<file path="src/hdl/pbi_pkg.sv">
package pbi_pkg;

	// program memory geometry
	localparam int PBI_PC_W        = 16;
	localparam int PBI_PAGE_W      = 5;
	localparam int PBI_INPAGE_W    = 11;
	localparam int PBI_PAGES       = 32;
	localparam int PBI_PAGE_WORDS  = 2048;
	localparam logic [4:0] PBI_RESERVED_PAGE = 5'h0F;
	localparam int PBI_TABLE_BYTES = 61440;

	// vectors in page zero
	localparam logic [15:0] PBI_VEC_RESET = 16'h0000;
	localparam logic [15:0] PBI_VEC_INT0  = 16'h0014;
	localparam logic [15:0] PBI_VEC_INT1  = 16'h0018;
	localparam logic [15:0] PBI_VEC_INT2  = 16'h0010;
	localparam logic [15:0] PBI_VEC_INT3  = 16'h001C;
	localparam logic [15:0] PBI_VEC_INT4  = 16'h0020;
	localparam logic [15:0] PBI_VEC_INT5  = 16'h0024;
	localparam logic [15:0] PBI_VEC_INT6  = 16'h0028;
	localparam logic [15:0] PBI_VEC_INT7  = 16'h002C;

	// index registers
	localparam int PBI_PIDX_W = 16;
	localparam int PBI_SIDX_W = 13;
	localparam logic [15:0] PBI_PIDX_RST = 16'h0000;
	localparam logic [12:0] PBI_SIDX_RST = 13'h0000;
	localparam logic [15:0] PBI_BACKUP_BASE = 16'h0080;

	// timing in machine cycles
	localparam logic [3:0] PBI_CYC_SHORT = 4'h4;
	localparam logic [3:0] PBI_CYC_LONG  = 4'h8;
	localparam logic [3:0] PBI_CYC_TABLE = 4'h4;

	typedef enum logic [4:0] {
		PBI_OP_NONE,
		PBI_OP_STEP1,
		PBI_OP_STEP2,
		PBI_OP_JUMP,
		PBI_OP_CALL,
		PBI_OP_INDEXED_JUMP,
		PBI_OP_INDEXED_CALL,
		PBI_OP_SET_PAGE,
		PBI_OP_INTERRUPT,
		PBI_OP_RETURN,
		PBI_OP_PIDX_LOAD,
		PBI_OP_SIDX_LOAD,
		PBI_OP_PIDX_MOVE,
		PBI_OP_PIDX_STORE,
		PBI_OP_SIDX_MOVE,
		PBI_OP_SIDX_STORE,
		PBI_OP_RESTORE,
		PBI_OP_SAVE,
		PBI_OP_TABLE_LO,
		PBI_OP_TABLE_HI,
		PBI_OP_TABLE_BYTE,
		PBI_OP_TABLE_WORD,
		PBI_OP_PIDX_INC,
		PBI_OP_SIDX_INC
	} pbi_op_t;

	// one request from the instruction sequencer
	typedef struct packed {
		pbi_op_t     op;
		logic [15:0] operand;
		logic [3:0]  work;
		logic [2:0]  int_no;
		logic [1:0]  sel;
	} pbi_req_t;

	// one data ram access
	typedef struct packed {
		logic        rd;
		logic        wr;
		logic [15:0] addr;
		logic [3:0]  wdata;
	} pbi_ram_t;

	// one program memory fetch
	typedef struct packed {
		logic        rd;
		logic [15:0] addr;
	} pbi_rom_t;

endpackage : pbi_pkg

</file>
<file path="src/hdl/pbi_core.sv">
`timescale 1ns/1ps
`default_nettype none

//
// Contract
// - ac<=x indexed call pushes pc+x+2, loads vector; 8 cycles, interrupts held.
// - ac>x indexed call loads pc+x+2, no push; 4 cycles, interrupts held.
// - x+1 vector words follow opcode; word at pc+ac+1 is destination.
// - program memory 64k x16, 32 pages of 2048, upper pc bits page.
// - the sixteenth page is reserved, never used for program storage.
// - after last address of a page, pc moves to next page start.
// - plain jump and call keep page; indexed jump/call, interrupt and return load full address.
// - interrupts held during page set and the single following instruction.
// - page zero vectors: reset 000, int0..7 at 014,018,010,01C,020,024,028,02C.
// - table data up to 60k bytes shares the program memory array.
// - table reads address only through the primary index.
// - table reads return 4, 8 or 16 bits within 4 machine cycles.
// - primary index 16 bits, four nibbles, addresses ram and table; here it addresses only the table, ram addresses come from the operand.
// - secondary index 13 bits, four nibbles, data ram only; here no ram access takes its address from it.
// - primary immediate load writes all 16 bits at once.
// - nibble moves load index nibble from ram; stores write it back as one nibble.
// - ram 0080-00BF holds 16 backup sets; restore/save in 4 cycles.
// - indexed accesses may increment primary index by 1, 2 or 4.
module pbi_core
	import pbi_pkg::*;
(
	// clock and reset
	input  wire logic        clk,
	input  wire logic        rst_n,
	// sequencer request
	input  wire logic        req_valid,
	input  wire pbi_req_t    req,
	output logic             req_ready,
	output logic             op_done,
	output logic             int_hold,
	// program counter and stack
	output logic [15:0]      pc,
	output logic             stack_push,
	output logic [15:0]      stack_data,
	input  wire logic [15:0] stack_top,
	// program memory
	output pbi_rom_t         rom,
	input  wire logic [15:0] rom_data,
	// data ram
	output pbi_ram_t         ram,
	input  wire logic [3:0]  ram_rdata,
	// table read result and reserved page flag
	output logic [15:0]      table_data,
	output logic             table_valid,
	output logic             page_fault,
	// index registers
	output logic [15:0]      primary_index,
	output logic [12:0]      secondary_index
);

	logic [15:0] pc_q, pidx_q, ret_q, tdat_q, sdat_q;
	logic [12:0] sidx_q;
	logic [15:0] ram_addr_q;
	logic [3:0]  ram_wdata_q;
	logic        ram_rd_q, ram_wr_q, rom_rd_q, push_q;
	logic        done_q, tval_q, hold_q, page_hold_q, fault_q;
	logic        tstart;
	logic [3:0]  tlen;
	logic        tbusy, tdone;
	logic [3:0]  tstep;
	pbi_req_t    cur_q;
	logic        take;
	logic [15:0] after_q;
	logic [3:0]  work_q;
	logic        take_q;

	pbi_cycle_timer u_timer (
		.clk    (clk),
		.rst_n  (rst_n),
		.start  (tstart),
		.length (tlen),
		.busy   (tbusy),
		.done   (tdone),
		.step   (tstep)
	);

	// a new request is only taken while no multi-cycle operation runs
	assign req_ready = !tbusy && !tstart;
	assign take      = req_valid && req_ready;
	assign tstart    = take_q;

	always_ff @(posedge clk) begin
		if (!rst_n) begin
			take_q <= 1'b0;
			cur_q  <= '0;
		end else begin
			take_q <= take;
			if (take) begin
				cur_q <= req;
			end
		end
	end

	// operation length in machine cycles
	always_comb begin
		tlen = PBI_CYC_SHORT;
		unique case (cur_q.op)
			PBI_OP_INDEXED_CALL, PBI_OP_INDEXED_JUMP: begin
				tlen = (cur_q.work <= cur_q.operand[3:0]) ? PBI_CYC_LONG : PBI_CYC_SHORT;
			end
			PBI_OP_TABLE_LO, PBI_OP_TABLE_HI, PBI_OP_TABLE_BYTE, PBI_OP_TABLE_WORD: begin
				tlen = PBI_CYC_TABLE;
			end
			default: tlen = PBI_CYC_SHORT;
		endcase
	end

	assign after_q = pc_q + {12'h000, cur_q.operand[3:0]} + 16'h0002;

	// interrupt hold
	always_ff @(posedge clk) begin
		if (!rst_n) begin
			hold_q <= 1'b0;
		end else begin
			// hold off, folded with the page-set window so the pin is one flop
			hold_q <= take || tstart || tbusy
				|| (tdone && cur_q.op == PBI_OP_SET_PAGE)
				|| (page_hold_q && !tdone);
		end
	end

	always_ff @(posedge clk) begin
		if (!rst_n) begin
			page_hold_q <= 1'b0;
		end else if (tdone && cur_q.op == PBI_OP_SET_PAGE) begin
			page_hold_q <= 1'b1;
		end else if (tdone) begin
			page_hold_q <= 1'b0;
		end
	end

	// program counter
	always_ff @(posedge clk) begin
		if (!rst_n) begin
			pc_q <= PBI_VEC_RESET;
		end else if (tdone) begin
			unique case (cur_q.op)
				PBI_OP_STEP1: pc_q <= pc_q + 16'h0001;
				PBI_OP_STEP2: pc_q <= pc_q + 16'h0002;
				PBI_OP_JUMP, PBI_OP_CALL: begin
					pc_q <= {pc_q[15:11], cur_q.operand[10:0]};
				end
				PBI_OP_SET_PAGE: pc_q <= {cur_q.operand[4:0], pc_q[10:0]} + 16'h0001;
				PBI_OP_INDEXED_JUMP, PBI_OP_INDEXED_CALL: begin
					if (cur_q.work <= cur_q.operand[3:0]) begin
						pc_q <= rom_data;
					end else begin
						pc_q <= after_q;
					end
				end
				PBI_OP_INTERRUPT: begin
					unique case (cur_q.int_no)
						3'h0: pc_q <= PBI_VEC_INT0;
						3'h1: pc_q <= PBI_VEC_INT1;
						3'h2: pc_q <= PBI_VEC_INT2;
						3'h3: pc_q <= PBI_VEC_INT3;
						3'h4: pc_q <= PBI_VEC_INT4;
						3'h5: pc_q <= PBI_VEC_INT5;
						3'h6: pc_q <= PBI_VEC_INT6;
						3'h7: pc_q <= PBI_VEC_INT7;
					endcase
				end
				PBI_OP_RETURN: pc_q <= stack_top;
				default: pc_q <= pc_q + 16'h0001;
			endcase
		end
	end

	// stack push
	always_ff @(posedge clk) begin
		if (!rst_n) begin
			push_q <= 1'b0;
			ret_q  <= 16'h0000;
		end else begin
			push_q <= 1'b0;
			if (tstart && cur_q.op == PBI_OP_INDEXED_CALL && cur_q.work <= cur_q.operand[3:0]) begin
				push_q <= 1'b1;
				ret_q  <= after_q;
			end else if (tstart && cur_q.op == PBI_OP_CALL) begin
				push_q <= 1'b1;
				ret_q  <= pc_q + 16'h0001;
			end else if (tstart && cur_q.op == PBI_OP_INTERRUPT) begin
				push_q <= 1'b1;
				ret_q  <= pc_q;
			end
		end
	end

	// program memory fetch
	always_ff @(posedge clk) begin
		if (!rst_n) begin
			rom_rd_q <= 1'b0;
			sdat_q   <= 16'h0000;
			fault_q  <= 1'b0;
		end else begin
			rom_rd_q <= tbusy;
			unique case (cur_q.op)
				PBI_OP_INDEXED_JUMP, PBI_OP_INDEXED_CALL:
					sdat_q <= pc_q + {12'h000, cur_q.work} + 16'h0001;
				PBI_OP_TABLE_LO, PBI_OP_TABLE_HI, PBI_OP_TABLE_BYTE: sdat_q <= {1'b0, pidx_q[15:1]};
				PBI_OP_TABLE_WORD: sdat_q <= pidx_q;
				default: sdat_q <= pc_q;
			endcase
			fault_q <= (pc_q[15:11] == PBI_RESERVED_PAGE);
		end
	end

	// table read
	always_ff @(posedge clk) begin
		if (!rst_n) begin
			tdat_q <= 16'h0000;
			tval_q <= 1'b0;
		end else begin
			tval_q <= 1'b0;
			if (tdone) begin
				unique case (cur_q.op)
					PBI_OP_TABLE_LO: begin
						tdat_q <= {12'h000, (pidx_q[0] ? rom_data[11:8] : rom_data[3:0])};
						tval_q <= 1'b1;
					end
					PBI_OP_TABLE_HI: begin
						tdat_q <= {12'h000, (pidx_q[0] ? rom_data[15:12] : rom_data[7:4])};
						tval_q <= 1'b1;
					end
					PBI_OP_TABLE_BYTE: begin
						tdat_q <= {8'h00, (pidx_q[0] ? rom_data[15:8] : rom_data[7:0])};
						tval_q <= 1'b1;
					end
					PBI_OP_TABLE_WORD: begin
						tdat_q <= rom_data;
						tval_q <= 1'b1;
					end
					default: tval_q <= 1'b0;
				endcase
			end
		end
	end

	// data ram sequencing
	always_ff @(posedge clk) begin
		if (!rst_n) begin
			ram_rd_q    <= 1'b0;
			ram_wr_q    <= 1'b0;
			ram_addr_q  <= 16'h0000;
			ram_wdata_q <= 4'h0;
		end else begin
			ram_rd_q <= 1'b0;
			ram_wr_q <= 1'b0;
			unique case (cur_q.op)
				PBI_OP_PIDX_MOVE, PBI_OP_SIDX_MOVE: begin
					ram_rd_q   <= tstart;
					ram_addr_q <= cur_q.operand;
				end
				PBI_OP_PIDX_STORE: begin
					ram_wr_q    <= tstart;
					ram_addr_q  <= cur_q.operand;
					ram_wdata_q <= pidx_q[{cur_q.sel, 2'b00} +: 4];
				end
				PBI_OP_SIDX_STORE: begin
					ram_wr_q    <= tstart;
					ram_addr_q  <= cur_q.operand;
					ram_wdata_q <= (cur_q.sel == 2'h3) ? {3'h0, sidx_q[12]}
						: sidx_q[{cur_q.sel, 2'b00} +: 4];
				end
				PBI_OP_RESTORE, PBI_OP_SAVE: begin
					// one nibble per cycle, low nibble lowest address
					ram_rd_q    <= (cur_q.op == PBI_OP_RESTORE) && (tstart || tbusy);
					ram_wr_q    <= (cur_q.op == PBI_OP_SAVE) && (tstart || tbusy);
					ram_addr_q  <= PBI_BACKUP_BASE + {10'h000, cur_q.operand[3:0], tstep[1:0]};
					ram_wdata_q <= pidx_q[{tstep[1:0], 2'b00} +: 4];
				end
				default: ram_addr_q <= ram_addr_q;
			endcase
		end
	end

	// primary index
	always_ff @(posedge clk) begin
		if (!rst_n) begin
			pidx_q <= PBI_PIDX_RST;
		end else if (cur_q.op == PBI_OP_RESTORE && ram_rd_q) begin
			pidx_q[{ram_addr_q[1:0], 2'b00} +: 4] <= ram_rdata;
		end else if (tdone) begin
			unique case (cur_q.op)
				PBI_OP_PIDX_LOAD: pidx_q <= cur_q.operand;
				PBI_OP_PIDX_MOVE: pidx_q[{cur_q.sel, 2'b00} +: 4] <= ram_rdata;
				PBI_OP_PIDX_INC: begin
					pidx_q <= pidx_q + ((cur_q.sel == 2'h2) ? 16'h0004
						: (cur_q.sel == 2'h1) ? 16'h0002 : 16'h0001);
				end
				default: pidx_q <= pidx_q;
			endcase
		end
	end

	// secondary index
	always_ff @(posedge clk) begin
		if (!rst_n) begin
			sidx_q <= PBI_SIDX_RST;
		end else if (tdone) begin
			unique case (cur_q.op)
				PBI_OP_SIDX_LOAD: sidx_q <= cur_q.operand[12:0];
				PBI_OP_SIDX_MOVE: begin
					if (cur_q.sel == 2'h3) begin
						sidx_q[12] <= ram_rdata[0];
					end else begin
						sidx_q[{cur_q.sel, 2'b00} +: 4] <= ram_rdata;
					end
				end
				PBI_OP_SIDX_INC: begin
					sidx_q <= sidx_q + ((cur_q.sel == 2'h2) ? 13'h0004
						: (cur_q.sel == 2'h1) ? 13'h0002 : 13'h0001);
				end
				default: sidx_q <= sidx_q;
			endcase
		end
	end

	// completion
	always_ff @(posedge clk) begin
		if (!rst_n) begin
			done_q <= 1'b0;
		end else begin
			done_q <= tdone;
		end
	end

	assign primary_index   = pidx_q;
	assign secondary_index = sidx_q;
	assign pc              = pc_q;
	assign stack_push      = push_q;
	assign stack_data      = ret_q;
	assign rom             = '{rd: rom_rd_q, addr: sdat_q};
	assign ram             = '{rd: ram_rd_q, wr: ram_wr_q, addr: ram_addr_q, wdata: ram_wdata_q};
	assign table_data      = tdat_q;
	assign table_valid     = tval_q;
	assign page_fault      = fault_q;
	assign op_done         = done_q;
	assign int_hold        = hold_q;

endmodule : pbi_core

`default_nettype wire

</file>
<file path="src/hdl/pbi_cycle_timer.sv">
`timescale 1ns/1ps
`default_nettype none

// counts machine cycles of a multi-cycle operation; done pulses on the last one
module pbi_cycle_timer
	import pbi_pkg::*;
(
	// clock and reset
	input  wire logic       clk,
	input  wire logic       rst_n,
	// control
	input  wire logic       start,
	input  wire logic [3:0] length,
	// status
	output logic            busy,
	output logic            done,
	output logic [3:0]      step
);

	logic [3:0] left_q;

	always_ff @(posedge clk) begin
		if (!rst_n) begin
			left_q <= 4'h0;
		end else if (start) begin
			left_q <= length - 4'h1;
		end else if (left_q != 4'h0) begin
			left_q <= left_q - 4'h1;
		end
	end

	always_ff @(posedge clk) begin
		if (!rst_n) begin
			step <= 4'h0;
		end else if (start) begin
			step <= 4'h1;
		end else if (left_q != 4'h0) begin
			step <= step + 4'h1;
		end else begin
			step <= 4'h0;
		end
	end

	assign busy = (left_q != 4'h0);
	assign done = (left_q == 4'h1);

endmodule : pbi_cycle_timer

`default_nettype wire

</file>
<file path="config.mk">
export PLATFORM = sky130hd
export DESIGN_NAME = pbi_core
export DESIGN_NICKNAME = d
export VERILOG_FILES = /design/src/hdl/pbi_pkg.sv /design/src/hdl/pbi_core.sv /design/src/hdl/pbi_cycle_timer.sv
export SDC_FILE = /design/constraint.sdc
export NUM_CORES = 1
export LEC_CHECK = 0
export BUFFER_PORTS_ARGS = -buffer_cell sky130_fd_sc_hd__clkbuf_2
export CAP_MARGIN = 0
export CELL_PAD_IN_SITES_DETAIL_PLACEMENT = 2
export CELL_PAD_IN_SITES_GLOBAL_PLACEMENT = 2
export CORE_ASPECT_RATIO = 0.5
export CORE_MARGIN = 3
export CORE_UTILIZATION = 33
export CTS_CLUSTER_SIZE = 16
export DETAILED_ROUTE_END_ITERATION = 8
export GPL_TIMING_DRIVEN = 0
export PLACE_DENSITY_LB_ADDON = 0.15
export SLEW_MARGIN = 20
export SYNTH_ARGS = -nofsm -noshare
export SYNTH_HDL_FRONTEND = slang
export SYNTH_SLANG_ARGS = --single-unit
</file>
<file path="constraint.sdc">
create_clock -name clk -period 3.65 [get_ports clk]
set_clock_uncertainty 0.1 [all_clocks]
set_input_delay 0.365 -clock clk [delete_from_list [all_inputs] [get_ports clk]]
set_output_delay 0.365 -clock clk [all_outputs]
set_load 0.01 [all_outputs]
</file>
==> flow_metrics.tcl <==
set metrics [dict create \
    period_share_pct 100.4 \
    antenna_found_initial 2 \
    dp_slack_ps -655.1 \
    crit_chain "inv_1, ha_1, and4_1, a211oi_1, a211oi_2, a2111oi_1, o21ai_0, o211a_1" \
    fin_area_mm2 0.01329 \
    muxShareOfSynthArea_pct 2.423 \
    post-route-min-period_ps 3665 \
    nets 1786 \
    die_area_mm2 0.03617 \
    cp-start-kind "flop" \
    clkTransAtPathRegs_ps 80 \
    finalHoldViolCount 0 \
    gp_congestion 0.9163 \
    yosys.area_share.adder_pct 5.094 \
    powerDensity_mw_per_mm2 563.8 \
    clock-sinks 163 \
    crit_fanout 9 \
    row_count 46 \
    hold_buffers 0 \
    dpl_cell_area_mm2 0.01264 \
    yosysUniqueCellTypes 93 \
    ios 191 \
    outcome "complete, but fails checks" \
    synth_top_area_cell "dfxtp_1" \
    synth_nets 1577 \
    hold_path.class "in -> reg" \
    syn_area_mm2 0.01115 \
    r2r_slack_ps -10 \
    port_buffers 189 \
    cp_num_buf_inv 1 \
    p_int_uw 3943 \
    dp_hpwl_um 50310 \
    cp.arrival_ps 3920 \
    track_usage_pct 35.21 \
    grt_pass1_wl_um 94180 \
    rsz0062_at_grt "yes" \
    combPwrFrac_pct 43.2 \
    synth_seq_cells 163 \
    vias 13440 \
    diodes 0 \
    r2r_end "pc[11]" \
    tns_ps -14.97 \
    fin_hold_ws_ps 10.58 \
    max_freq_mhz 272.9 \
    grt_max_degree 19 \
    slowest_stage "a2111oi_1" \
    post-synth-top-count-cell "nand2_1" \
    insertion_delay_ps 470 \
    p_sw_uw 3553 \
    worstMarginPinSlew_ps 1264 \
    drc 0 \
    peakVddDrop_mv 0.3722 \
    first_global_vias 13800 \
    swShare_pct 47.40 \
    synth_xor_xnor_area_share_pct 4.084 \
    synth_cells 1465 \
    max-cap-violations 0 \
    slew_headroom_pct 15.73 \
    root_buffer "clkbuf_16" \
    synth_commonest_cells "nand2_1, dfxtp_1, a21oi_1" \
    via_per_inst 6.341 \
    synthFlopType "dfxtp_1" \
    layout-drive-gt1-share_pct 19.68 \
    worstHoldStart "req[15]" \
    total_power_uw 7496 \
    drt_first_pass_iters 5 \
    cts_max_level 4 \
    yosys.area_share.simple_pct 22.41 \
    worst_slack_ps -14.97 \
    area.growth.synth_to_final_pct 19.21 \
    cpPeakStageDelay_ps 700 \
    die_h_um 136.0 \
    grt_remaining_overflow 0 \
    cts_tree "built" \
    synth_top_family_by_area "compound AO/OA/AOI/OAI gates" \
    critical-path-top-delay-family "compound AO/OA/AOI/OAI gates" \
    seqPwrFrac_pct 31.2 \
    die_width_um 266.0 \
    cts_buffers 17 \
    detail-route-antenna-nets 0 \
    cts_buffer_depth 2 \
    slew_violations 0 \
    synth_warnings 0 \
    syn_avg_cell_area_um2 7.612 \
    synthArstFlopShare_pct 0 \
    reg2reg_from "cur_q[11]" \
    hold_depth 3 \
    wl_per_cell_um 30.31 \
    yosysTopAreaCellShare_pct 29.26 \
    wl_um 64230 \
    whs_endpoint "cur_q[15]" \
    pwr-share-clk_pct 25.6 \
    seq_area_frac_synth_pct 29.26 \
    core_area_mm2 0.03246 \
    crit_required_ps 3910 \
    fillers 3893 \
    synth-edff-count 0 \
    reg2reg_depth 8 \
    violations "setup timing" \
    power.leakage_uw 0.005017 \
    drt_iter0_drc 1384 \
    synth_compound_area_share_pct 30.70 \
    crit_path_end_kind "flop" \
    synth_area_leaders "dfxtp_1, nand2_1, a21oi_1" \
    start_util_pct 34.35 \
    setup.worst_path.class "reg -> reg" \
    setup_violations 1 \
]
## worst max path at each step
stage                     startpoint                end  depth (start not counted)  slack [ps]
after floorplan             cur_q[0]  primary_index[14]                         13         550
after global placement     cur_q[10]             pc[15]                         13        -640
after detailed placement   cur_q[10]             pc[15]                         13        -660
final                      cur_q[11]             pc[11]                          8         -10
after CTS                   cur_q[1]   primary_index[6]                         12          20
after global routing       cur_q[11]             pc[11]                          8         -10
## routing by layer
layer	vias to the layer above	GRT usage [%]	part of all wire [%]
met5	-	0	0
met1	6972	47.34	44
met4	0	12.40	3.0
met3	106	5.316	6.7
li1	5824	-	-
met2	534	57.76	46
## what timing repair did
action,4_1_cts,5_1_grt
endpoints found under the setup margin,44,14
resized for setup,11,11
endpoints found under the hold margin,0,0
setup buffers,2,0
pin swaps,1,0
## cells in the final DEF, fill, tap and decap left out, types with 12 or more instances in the layout
| cell type | n |
|---|---|
| a211oi_1 | 12 |
| a21o_1 | 13 |
| a21oi_1 | 140 |
| a221oi_1 | 26 |
| a22oi_1 | 38 |
| a311oi_1 | 12 |
| a31oi_1 | 31 |
| and2_1 | 13 |
| and3_1 | 12 |
| buf_2 | 32 |
| buf_4 | 14 |
| clkbuf_1 | 60 |
| clkbuf_16 | 17 |
| clkbuf_2 | 191 |
| dfxtp_1 | 158 |
| ha_1 | 39 |
| inv_1 | 35 |
| nand2_1 | 200 |
| nand2b_1 | 20 |
| nand3_1 | 37 |
| nand4_1 | 17 |
| nor2_1 | 96 |
| nor2b_1 | 15 |
| nor3_1 | 38 |
| o21ai_0 | 105 |
| o22ai_1 | 13 |
| xnor2_1 | 29 |
| xor2_1 | 23 |
## flip-flops by register name, summed over array words and instances (netlist names), 2 cells and up, named ones only
| signal | flops |
|---|---|
| primary_index | 16 |
| u_timer.step | 2 |
| ram_addr_q | 16 |
| stack_data | 16 |
| table_data | 16 |
| sdat_q | 16 |
| ram_wdata_q | 4 |
| u_timer.left_q | 4 |
| pc | 16 |
| secondary_index | 13 |
| cur_q | 30 |
## power by group through the flow
stage | registers (uW) | logic [uW] | clock network (uW)
5_1_grt | 2360 | 3460 | 2000
4_1_cts | 2320 | 3140 | 1920
2_1_floorplan | 2250 | 1870 | 0
3_3_place_gp | 2330 | 3000 | 0
3_5_place_dp | 2350 | 3110 | 0
6_report | 2340 | 3240 | 1920
## stage by stage
stage	utilization, %	std cells
floorplan	-	1465
global placement	38.93	2086
detailed placement	38.93	2086
CTS	40.86	2119
global route	40.95	2119
finish	40.95	2119
## worst reg2reg max path: cells and delay by family (launching register included)
kind | cells | cell delay (ps)
AO/OA/AOI/OAI | 5 | 1810
buffers and inverters | 1 | 270
flip-flops | 1 | 680
AND/OR/NAND/NOR | 1 | 320
adder cells (fa/ha/maj) | 1 | 380
## kinds of logic (layout without fill, tap and decap cells)
logic type | count (synthesis) | in the layout
buf+inv | 155 | 377
simple gates | 513 | 513
mux | 24 | 24
flops | 163 | 163
compound gates | 515 | 515
fa+ha+maj | 43 | 43
xor+xnor | 52 | 52
## layout make-up
class,instances,area [um^2],area share [%]
Sequential cell,163,3272,24.61
Clock buffer,18,439.2,3.304
Timing Repair Buffer,191,960.9,7.228
Multi-Input combinational cell,1147,7251,54.54
Buffer,118,545.5,4.104
Clock inverter,14,150.1,1.129
Inverter,36,135.1,1.016
Tap cell,432,540.5,4.066
No activity file was read; power rests on OpenSTA's default activity.
